### config.mk
export PLATFORM = sky130hd
export DESIGN_NAME = eag_guard
export DESIGN_NICKNAME = d
export VERILOG_FILES = /design/src/eag_pkg.sv /design/src/eag_guard.sv
export SDC_FILE = /design/constraint.sdc
export NUM_CORES = 1
export LEC_CHECK = 0
export ABC_CLOCK_PERIOD_IN_PS = 2600
export BUFFER_PORTS_ARGS = -buffer_cell sky130_fd_sc_hd__buf_2
export CAP_MARGIN = 10
export CORE_MARGIN = 5
export CORE_UTILIZATION = 25
export DETAILED_ROUTE_END_ITERATION = 7
export PLACE_DENSITY_LB_ADDON = 0.12
export SYNTH_ARGS = -nofsm -noshare
export SYNTH_HDL_FRONTEND = slang
export SYNTH_SLANG_ARGS = --single-unit
### constraint.sdc
create_clock -name i_mclk -period 2.6 [get_ports i_mclk]
set_input_delay 0.52 -clock i_mclk [delete_from_list [all_inputs] [get_ports i_mclk]]
set_output_delay 0.52 -clock i_mclk [all_outputs]
set_load 0.1 [all_outputs]
### src/eag_pkg.sv
`default_nettype none
package eag_pkg;

   // register byte addresses on the 32-bit bus
   localparam logic [7:0] OFS_STATUS   = 8'h00;
   localparam logic [7:0] OFS_IRQ_EN   = 8'h04;
   localparam logic [7:0] OFS_RD_EN_LO = 8'h08;
   localparam logic [7:0] OFS_RD_EN_HI = 8'h0c;
   localparam logic [7:0] OFS_PE_EN_LO = 8'h10;
   localparam logic [7:0] OFS_PE_EN_HI = 8'h14;

   // status and enable bit positions
   localparam int BIT_CODE_ERR  = 7;
   localparam int BIT_LOCK      = 4;
   localparam int BIT_ACCESS    = 3;
   localparam int BIT_FETCH     = 2;
   localparam int BIT_RD_PROT   = 1;
   localparam int BIT_WR_PROT   = 0;

   // error flags that software clears; bit 4 is read-only, 6 and 5 reserved
   localparam logic [7:0] ERR_FLAG_MASK = 8'h8f;
   // defined enable bits of the irq enable register
   localparam logic [7:0] IE_DEF_MASK   = 8'h9f;

   // values after reset or standby entry
   localparam logic [7:0] STATUS_RST  = 8'h00;
   localparam logic [7:0] IRQ_EN_RST  = 8'h9f;
   localparam logic [7:0] BLK_EN_RST  = 8'h00;

   // key bytes for word writes
   localparam logic [7:0] KEY_RD_LO = 8'h2d;
   localparam logic [7:0] KEY_RD_HI = 8'hd2;
   localparam logic [7:0] KEY_PE_LO = 8'h1e;
   localparam logic [7:0] KEY_PE_HI = 8'he1;

   // block count and block index width
   localparam int NUM_BLOCKS = 16;
   localparam int BLK_W      = 4;

endpackage

`default_nettype wire

### src/eag_guard.sv
// Decided for this implementation: the address map and the APB register port.
`timescale 1ns/1ps
`default_nettype none

module eag_guard
(
   // clock and reset
   input  wire logic                       i_mclk,
   input  wire logic                       i_rst,
   // apb slave
   input  wire logic                       i_psel,
   input  wire logic                       i_penable,
   input  wire logic                       i_pwrite,
   input  wire logic [7:0]                 i_paddr,
   input  wire logic [31:0]                i_pwdata,
   input  wire logic [3:0]                 i_pstrb,
   output logic                            o_pready,
   output logic                            o_pslverr,
   output logic [31:0]                     o_prdata,
   // chip mode pins, asynchronous
   input  wire logic                       i_rom_disabled,
   input  wire logic                       i_hw_standby,
   // sequencer command view
   input  wire logic                       i_cmd_valid,
   input  wire logic                       i_cmd_read,
   input  wire logic                       i_cmd_write,
   input  wire logic                       i_cmd_pe,
   input  wire logic [eag_pkg::BLK_W-1:0]  i_cmd_block,
   input  wire logic                       i_pe_normal_mode,
   input  wire logic                       i_data_pe_entry,
   input  wire logic [6:0]                 i_code_pe_entry,
   input  wire logic                       i_code_flash_access_err,
   input  wire logic                       i_seq_error,
   input  wire logic                       i_seq_clear_done,
   // cpu access view
   input  wire logic                       i_fetch_valid,
   input  wire logic                       i_cpu_rd_valid,
   input  wire logic [eag_pkg::BLK_W-1:0]  i_cpu_rd_block,
   // outputs to sequencer, cpu path and interrupt controller
   output logic                            o_cmd_lock,
   output logic                            o_illegal_cmd_err,
   output logic [eag_pkg::NUM_BLOCKS-1:0]  o_block_read_en,
   output logic [eag_pkg::NUM_BLOCKS-1:0]  o_block_pe_en,
   output logic                            o_flash_error_irq
);

   // mode pin synchronisers
   logic rom_dis_m_r;
   logic rom_dis_r;
   logic stby_m_r;
   logic stby_r;

   always_ff @(posedge i_mclk)
   begin
      if (i_rst)
      begin
         rom_dis_m_r <= 1'b0;
         rom_dis_r   <= 1'b0;
         stby_m_r    <= 1'b0;
         stby_r      <= 1'b0;
      end
      else
      begin
         rom_dis_m_r <= i_rom_disabled;
         rom_dis_r   <= rom_dis_m_r;
         stby_m_r    <= i_hw_standby;
         stby_r      <= stby_m_r;
      end
   end

   // register state
   logic [7:0]  flag_r;
   logic [7:0]  flag_nxt;
   logic [7:0]  seen_r;
   logic [7:0]  seen_nxt;
   logic        lock_r;
   logic        lock_nxt;
   logic [7:0]  ie_r;
   logic [7:0]  ie_nxt;
   logic [15:0] rd_en_r;
   logic [15:0] rd_en_nxt;
   logic [15:0] pe_en_r;
   logic [15:0] pe_en_nxt;
   logic        ill_r;
   logic        ill_nxt;
   logic        irq_r;
   logic        irq_nxt;
   logic [31:0] prdata_r;
   logic [31:0] prdata_nxt;

   // bus decode
   logic        setup;
   logic        access;
   logic        wr;
   logic        rd_status;
   logic        word_wr;
   logic        mapped;
   logic [7:0]  status_view;
   logic [7:0]  ev;
   logic [7:0]  clr;

   assign setup   = i_psel && !i_penable;
   assign access  = i_psel && i_penable;
   // writes are ignored while the on-chip rom is disabled
   assign wr      = access && i_pwrite && !rom_dis_r;
   // a key needs both low lanes; a lone byte never unlocks
   assign word_wr = (i_pstrb[1:0] == 2'b11);
   assign mapped  = (i_paddr == eag_pkg::OFS_STATUS)   || (i_paddr == eag_pkg::OFS_IRQ_EN)
                 || (i_paddr == eag_pkg::OFS_RD_EN_LO) || (i_paddr == eag_pkg::OFS_RD_EN_HI)
                 || (i_paddr == eag_pkg::OFS_PE_EN_LO) || (i_paddr == eag_pkg::OFS_PE_EN_HI);
   assign rd_status = access && !i_pwrite && !rom_dis_r && (i_paddr == eag_pkg::OFS_STATUS);

   // status as software sees it; reserved bits stay zero
   always_comb
   begin
      status_view                    = flag_r & eag_pkg::ERR_FLAG_MASK;
      status_view[eag_pkg::BIT_LOCK] = lock_r;
   end

   // error events, one per error flag bit
   always_comb
   begin
      ev = 8'h00;
      ev[eag_pkg::BIT_CODE_ERR] = i_code_flash_access_err;
      ev[eag_pkg::BIT_ACCESS]   = i_cmd_valid &&
                                  ((i_cmd_read && i_data_pe_entry && i_pe_normal_mode)
                                   || (i_cmd_write && !i_data_pe_entry)
                                   || (|i_code_pe_entry));
      ev[eag_pkg::BIT_FETCH]    = i_fetch_valid;
      ev[eag_pkg::BIT_RD_PROT]  = i_cpu_rd_valid && !rd_en_r[i_cpu_rd_block];
      ev[eag_pkg::BIT_WR_PROT]  = i_cmd_valid && i_cmd_pe && !pe_en_r[i_cmd_block];
   end

   // per-flag sticky logic: set beats a same-cycle clear
   genvar b;
   generate
      for (b = 0; b < 8; b++)
      begin : g_flag
         if (eag_pkg::ERR_FLAG_MASK[b])
         begin : g_live
            // clear only on a written 0 after the flag was read as 1
            assign clr[b]      = wr && i_pstrb[0] && (i_paddr == eag_pkg::OFS_STATUS)
                                 && !i_pwdata[b] && seen_r[b];
            assign flag_nxt[b] = stby_r ? 1'b0 : (ev[b] || (flag_r[b] && !clr[b]));
            // record what the read really returned; a flag set after setup was not seen
            assign seen_nxt[b] = stby_r ? 1'b0
                               : ((seen_r[b] || (rd_status && prdata_r[b])) && flag_nxt[b]);
         end
         else
         begin : g_rsvd
            assign clr[b]      = 1'b0;
            assign flag_nxt[b] = 1'b0;
            assign seen_nxt[b] = 1'b0;
         end
      end
   endgenerate

   // lock, illegal-command pulse and interrupt
   always_comb
   begin
      // the lock stays until the sequencer finishes a status-clear,
      // so clearing the flags alone (writing 0x10) is not enough
      lock_nxt = lock_r;
      if (i_seq_clear_done)
         lock_nxt = 1'b0;
      if (i_seq_error || (|(flag_nxt & eag_pkg::ERR_FLAG_MASK)))
         lock_nxt = 1'b1;
      if (stby_r)
         lock_nxt = 1'b0;
      ill_nxt  = ev[eag_pkg::BIT_ACCESS] && !stby_r;
      irq_nxt  = |(status_view & ie_r & eag_pkg::IE_DEF_MASK);
   end

   // software-written registers
   always_comb
   begin
      ie_nxt    = ie_r;
      rd_en_nxt = rd_en_r;
      pe_en_nxt = pe_en_r;
      if (wr && (i_paddr == eag_pkg::OFS_IRQ_EN) && i_pstrb[0])
         ie_nxt = i_pwdata[7:0] & eag_pkg::IE_DEF_MASK;
      // key byte only gates the write and is never stored
      if (wr && word_wr && (i_paddr == eag_pkg::OFS_RD_EN_LO) && (i_pwdata[15:8] == eag_pkg::KEY_RD_LO))
         rd_en_nxt[7:0] = i_pwdata[7:0];
      if (wr && word_wr && (i_paddr == eag_pkg::OFS_RD_EN_HI) && (i_pwdata[15:8] == eag_pkg::KEY_RD_HI))
         rd_en_nxt[15:8] = i_pwdata[7:0];
      if (wr && word_wr && (i_paddr == eag_pkg::OFS_PE_EN_LO) && (i_pwdata[15:8] == eag_pkg::KEY_PE_LO))
         pe_en_nxt[7:0] = i_pwdata[7:0];
      if (wr && word_wr && (i_paddr == eag_pkg::OFS_PE_EN_HI) && (i_pwdata[15:8] == eag_pkg::KEY_PE_HI))
         pe_en_nxt[15:8] = i_pwdata[7:0];
      if (stby_r)
      begin
         ie_nxt    = eag_pkg::IRQ_EN_RST;
         rd_en_nxt = {eag_pkg::BLK_EN_RST, eag_pkg::BLK_EN_RST};
         pe_en_nxt = {eag_pkg::BLK_EN_RST, eag_pkg::BLK_EN_RST};
      end
   end

   // read data captured in the setup cycle so it comes from a flop
   always_comb
   begin
      prdata_nxt = prdata_r;
      if (setup)
      begin
         prdata_nxt = 32'h0000_0000;
         if (!rom_dis_r)
         begin
            unique case (i_paddr)
               eag_pkg::OFS_STATUS   : prdata_nxt[7:0] = status_view;
               eag_pkg::OFS_IRQ_EN   : prdata_nxt[7:0] = ie_r;
               eag_pkg::OFS_RD_EN_LO : prdata_nxt[7:0] = rd_en_r[7:0];
               eag_pkg::OFS_RD_EN_HI : prdata_nxt[7:0] = rd_en_r[15:8];
               eag_pkg::OFS_PE_EN_LO : prdata_nxt[7:0] = pe_en_r[7:0];
               eag_pkg::OFS_PE_EN_HI : prdata_nxt[7:0] = pe_en_r[15:8];
               default               : prdata_nxt = 32'h0000_0000;
            endcase
         end
      end
   end

   // register everything
   always_ff @(posedge i_mclk)
   begin
      if (i_rst)
      begin
         flag_r   <= eag_pkg::STATUS_RST;
         seen_r   <= 8'h00;
         lock_r   <= 1'b0;
         ie_r     <= eag_pkg::IRQ_EN_RST;
         rd_en_r  <= 16'h0000;
         pe_en_r  <= 16'h0000;
         ill_r    <= 1'b0;
         irq_r    <= 1'b0;
         prdata_r <= 32'h0000_0000;
      end
      else
      begin
         flag_r   <= flag_nxt;
         seen_r   <= seen_nxt;
         lock_r   <= lock_nxt;
         ie_r     <= ie_nxt;
         rd_en_r  <= rd_en_nxt;
         pe_en_r  <= pe_en_nxt;
         ill_r    <= ill_nxt;
         irq_r    <= irq_nxt;
         prdata_r <= prdata_nxt;
      end
   end

   // outputs; zero-wait slave
   assign o_pready          = 1'b1;
   assign o_pslverr         = access && !mapped;
   assign o_prdata          = prdata_r;
   assign o_cmd_lock        = lock_r;
   assign o_illegal_cmd_err = ill_r;
   assign o_block_read_en   = rd_en_r;
   assign o_block_pe_en     = pe_en_r;
   assign o_flash_error_irq = irq_r;
endmodule

`default_nettype wire

==> flow_summary_export.csv <==
group,metric,value,unit
outcome,outcome,"finished, final reports clean",
sta,fin_crit,2.50,ns
setup_path,cp_data_required_time,2.08,ns
clock_tree,path_clk_slew,0.06,ns
floorplan,fp.dieH,124,µm
logic_synthesis,async_flop_share,0,%
detailed_routing,wirelength,11000,µm
floorplan,dieArea,15500,µm²
cells_and_area,drive_gt1_share,33.1,%
power,p_per_area,618,nW/µm²
setup_path,critPathLaunch,"i_paddr[1]",
hold_path,hold_path_class,"in -> reg",
sta,worst_pin_slew,0.584,ns
sta,rsz0062_at_grt,"no",
clock_tree,cts_buffer_depth,2,
setup_path,path_cells,"buf_2 > or4_1 > a211oi_1 > nor2_2 > buf_2",
logic_synthesis,ys_warn_count,0,
clock_tree,clock_latency,0.33,ns
cells_and_area,final_cell_area,4300,µm²
logic_synthesis,ys_types,46,
setup_path,worstPathMaxFanout,4,
placed_design,routabilityCongestion,0.781,
logic_synthesis,synth_top_cell_area_share,38.5,%
detailed_routing,vias,2948,
global_routing,grt_pass1_wl,17400,µm
hold_path,holdCritStartpoint,"i_hw_standby",
placed_design,hpwl,8770,µm
global_routing,antenna_found_initial,0,
floorplan,fp-row-count,41,
cells_and_area,antennaDiodeCount,0,
logic_synthesis,synthesis.area,3270,µm²
setup_path,critPathTopFamily,"simple AND/OR/NAND/NOR gates",
floorplan,die_w,124,µm
logic_synthesis,ys_seq_area_share,38.5,%
floorplan,io_pins,146,
clock_tree,post_cts_buffers,0,
detailed_routing,drt_iter0_markers,138,
clock_tree,hold_buffers,0,
logic_synthesis,postSynthAreaPerCell,9.32,µm²
setup_path,crit_top_cell,"buf_2",
setup_path,critPathBufInv,2,
clock_tree,cts_num_sinks,63,
flow_run,max_cap_viol_count,0,
logic_synthesis,synth_seq_cells,63,
logic_synthesis,netlist_top_cells_area,"dfxtp_1 39%, mux2i_1 16%, mux4_2 6.2%",
detailed_routing,ant_nets,0,
logic_synthesis,synth_flop_cell,"dfxtp_1",
sta,fin_skew,0.00821,ns
power,ir_drop,0.000204,V
detailed_routing,wl_per_cell,17.3,µm
clock_tree,cts_root_buf,"clkbuf_16",
cells_and_area,nets,538,
cells_and_area,areaGrowthSynthToFinish,31.3,%
detailed_routing,first_pass_iters,4,
setup_path,path_class,"in -> out",
sta,setup_viol,0,
detailed_routing,drc,0,
sta,setup_tns,0,ns
sta,fmax,0.400,GHz
sta,period_share,96.2,%
placed_design,io_buffers,102,
clock_tree,cts-htree-levels,3,
global_routing,grt_pass1_vias,3031,
placed_design,place_area,3980,µm²
setup_path,crit_path_top_delay_cell,"or4_1",
global_routing,grt-ovfl-total,0,
setup_path,startpoint_type,"input pin",
power,power.leakage,1.98,nW
sta,hold_viol,0,
global_routing,grt_usage,14.2,%
sta,relSlewSlack,60.6,%
setup_path,r2r-start,"rom_dis_r$_SDFF_PP0_",
floorplan,core-area,12700,µm²
global_routing,grt_max_degree,40,
logic_synthesis,synth_cells,351,
clock_tree,numCtsBuffers,9,
logic_synthesis,synth.largest_area_cell,"dfxtp_1",
clock_tree,cts_resized,0,
setup_path,critPathArrivalTime,1.98,ns
floorplan,start_util,25.7,%
sta,drv_slew,0,
detailed_routing,avgViaCountPerCell,4.63,
setup_path,endpoint_kind,"output port",
logic_synthesis,synth_edf_count,0,
clock_tree,cts_tree,"yes",
setup_path,cpPeakStageDelay,0.62,ns
-- power breakdown --
part / switching [W] / internal [W]
Sequential: 0.00000928 / 0.000978
Clock: 0.000423 / 0.000860
Combinational: 0.000297 / 0.0000885
Total: 0.000730 / 0.00193
-- metrics by stage --
step | util [%] | setup slack [ns] | hold WS, ns | std cells | power, W
3_3_place_gp | 31.3 | 0.0696 | 0.436 | 622 | 0.00140
4_1_cts | 33.8 | 0.108 | 0.404 | 637 | 0.00268
3_5_place_dp | 31.3 | 0.0296 | 0.429 | 622 | 0.00140
2_1_floorplan | - | 0.231 | 0.414 | 374 | 0.00131
5_1_grt | 33.8 | 0.0403 | 0.406 | 637 | 0.00275
6_report | 33.8 | 0.100 | 0.403 | 637 | 0.00266
-- layout make-up --
cell class | instances | area, µm²
clock inverters | 3 | 67.6
well taps | 172 | 215
fillers | 1372 | 8430
inverters | 5 | 18.8
clock buffers | 12 | 246
flip-flops and latches | 63 | 1260
multi-input cells | 264 | 1830
repair buffers | 118 | 656
-- per-layer routing --
layer | global-route usage, % | routed length [µm]
met4 | 4.45 | 101
met3 | 2.96 | 655
met2 | 21.3 | 4810
met1 | 20.4 | 5460
met5 | 0 | 0
-- state kept, by name (all words and copies together), names as in the netlist, 5 cells and up --
name	flops
o_block_pe_en	16
o_block_read_en	16
o_prdata	8
ie_r	6
flag_r	5
seen_r	5
-- worst paths after layout --
kind	end	slack, ns	cells past startpoint
worst max register to register	o_cmd_lock$_SDFFE_PP0P_	0.70	5
worst max-delay path	o_pslverr	0.10	5
worst min-delay path	stby_m_r$_SDFF_PP0_	0.40	2
worst min register to register	rom_dis_r$_SDFF_PP0_	0.45	1
-- synth_stat cells (3+ instances only) --
cell and instances:
nor2_1 48, nand2_1 21, mux2_2 3, inv_1 5, o21ai_0 8, clkbuf_1 12, nand4_1 3, nor2b_1 9
a31oi_1 3, mux4_2 9, mux2i_1 53, nor4_1 6, a22oi_1 9, buf_2 3, dfxtp_1 63, nor3_1 9
a21oi_1 11, buf_4 25, and3b_1 3, nand2b_1 5, o22ai_1 6, or2_2 4
-- cell usage in the layout (no fill, tap or decap), types with 2 or more instances in the layout --
master,count
nor2_1,47
or2_2,4
nand4_1,3
o22ai_1,6
nand2_1,21
and3_1,2
inv_1,5
buf_12,2
bufinv_16,2
dfxtp_1,63
buf_2,102
buf_4,14
nand2b_1,5
or3_1,2
a31oi_1,3
nor4bb_1,2
mux2i_1,53
o21ai_0,8
nand3_1,2
nor4_1,6
clkbuf_16,9
conb_1,25
nand4b_1,2
nor2b_1,9
mux4_2,9
clkbuf_1,2
or3b_2,2
a22oi_1,9
and3b_1,3
nor3_1,9
a21oi_1,11
or4_1,2
mux2_2,3
-- kinds of logic after synthesis --
group / Yosys count / synth area share [%]
flops: 63 / 38.5
simple gates: 129 / 20.7
compound gates: 45 / 8.72
other cells: 2 / 0.230
buf+inv: 47 / 8.37
mux: 65 / 23.4
No activity file was read; power rests on OpenSTA's default activity.
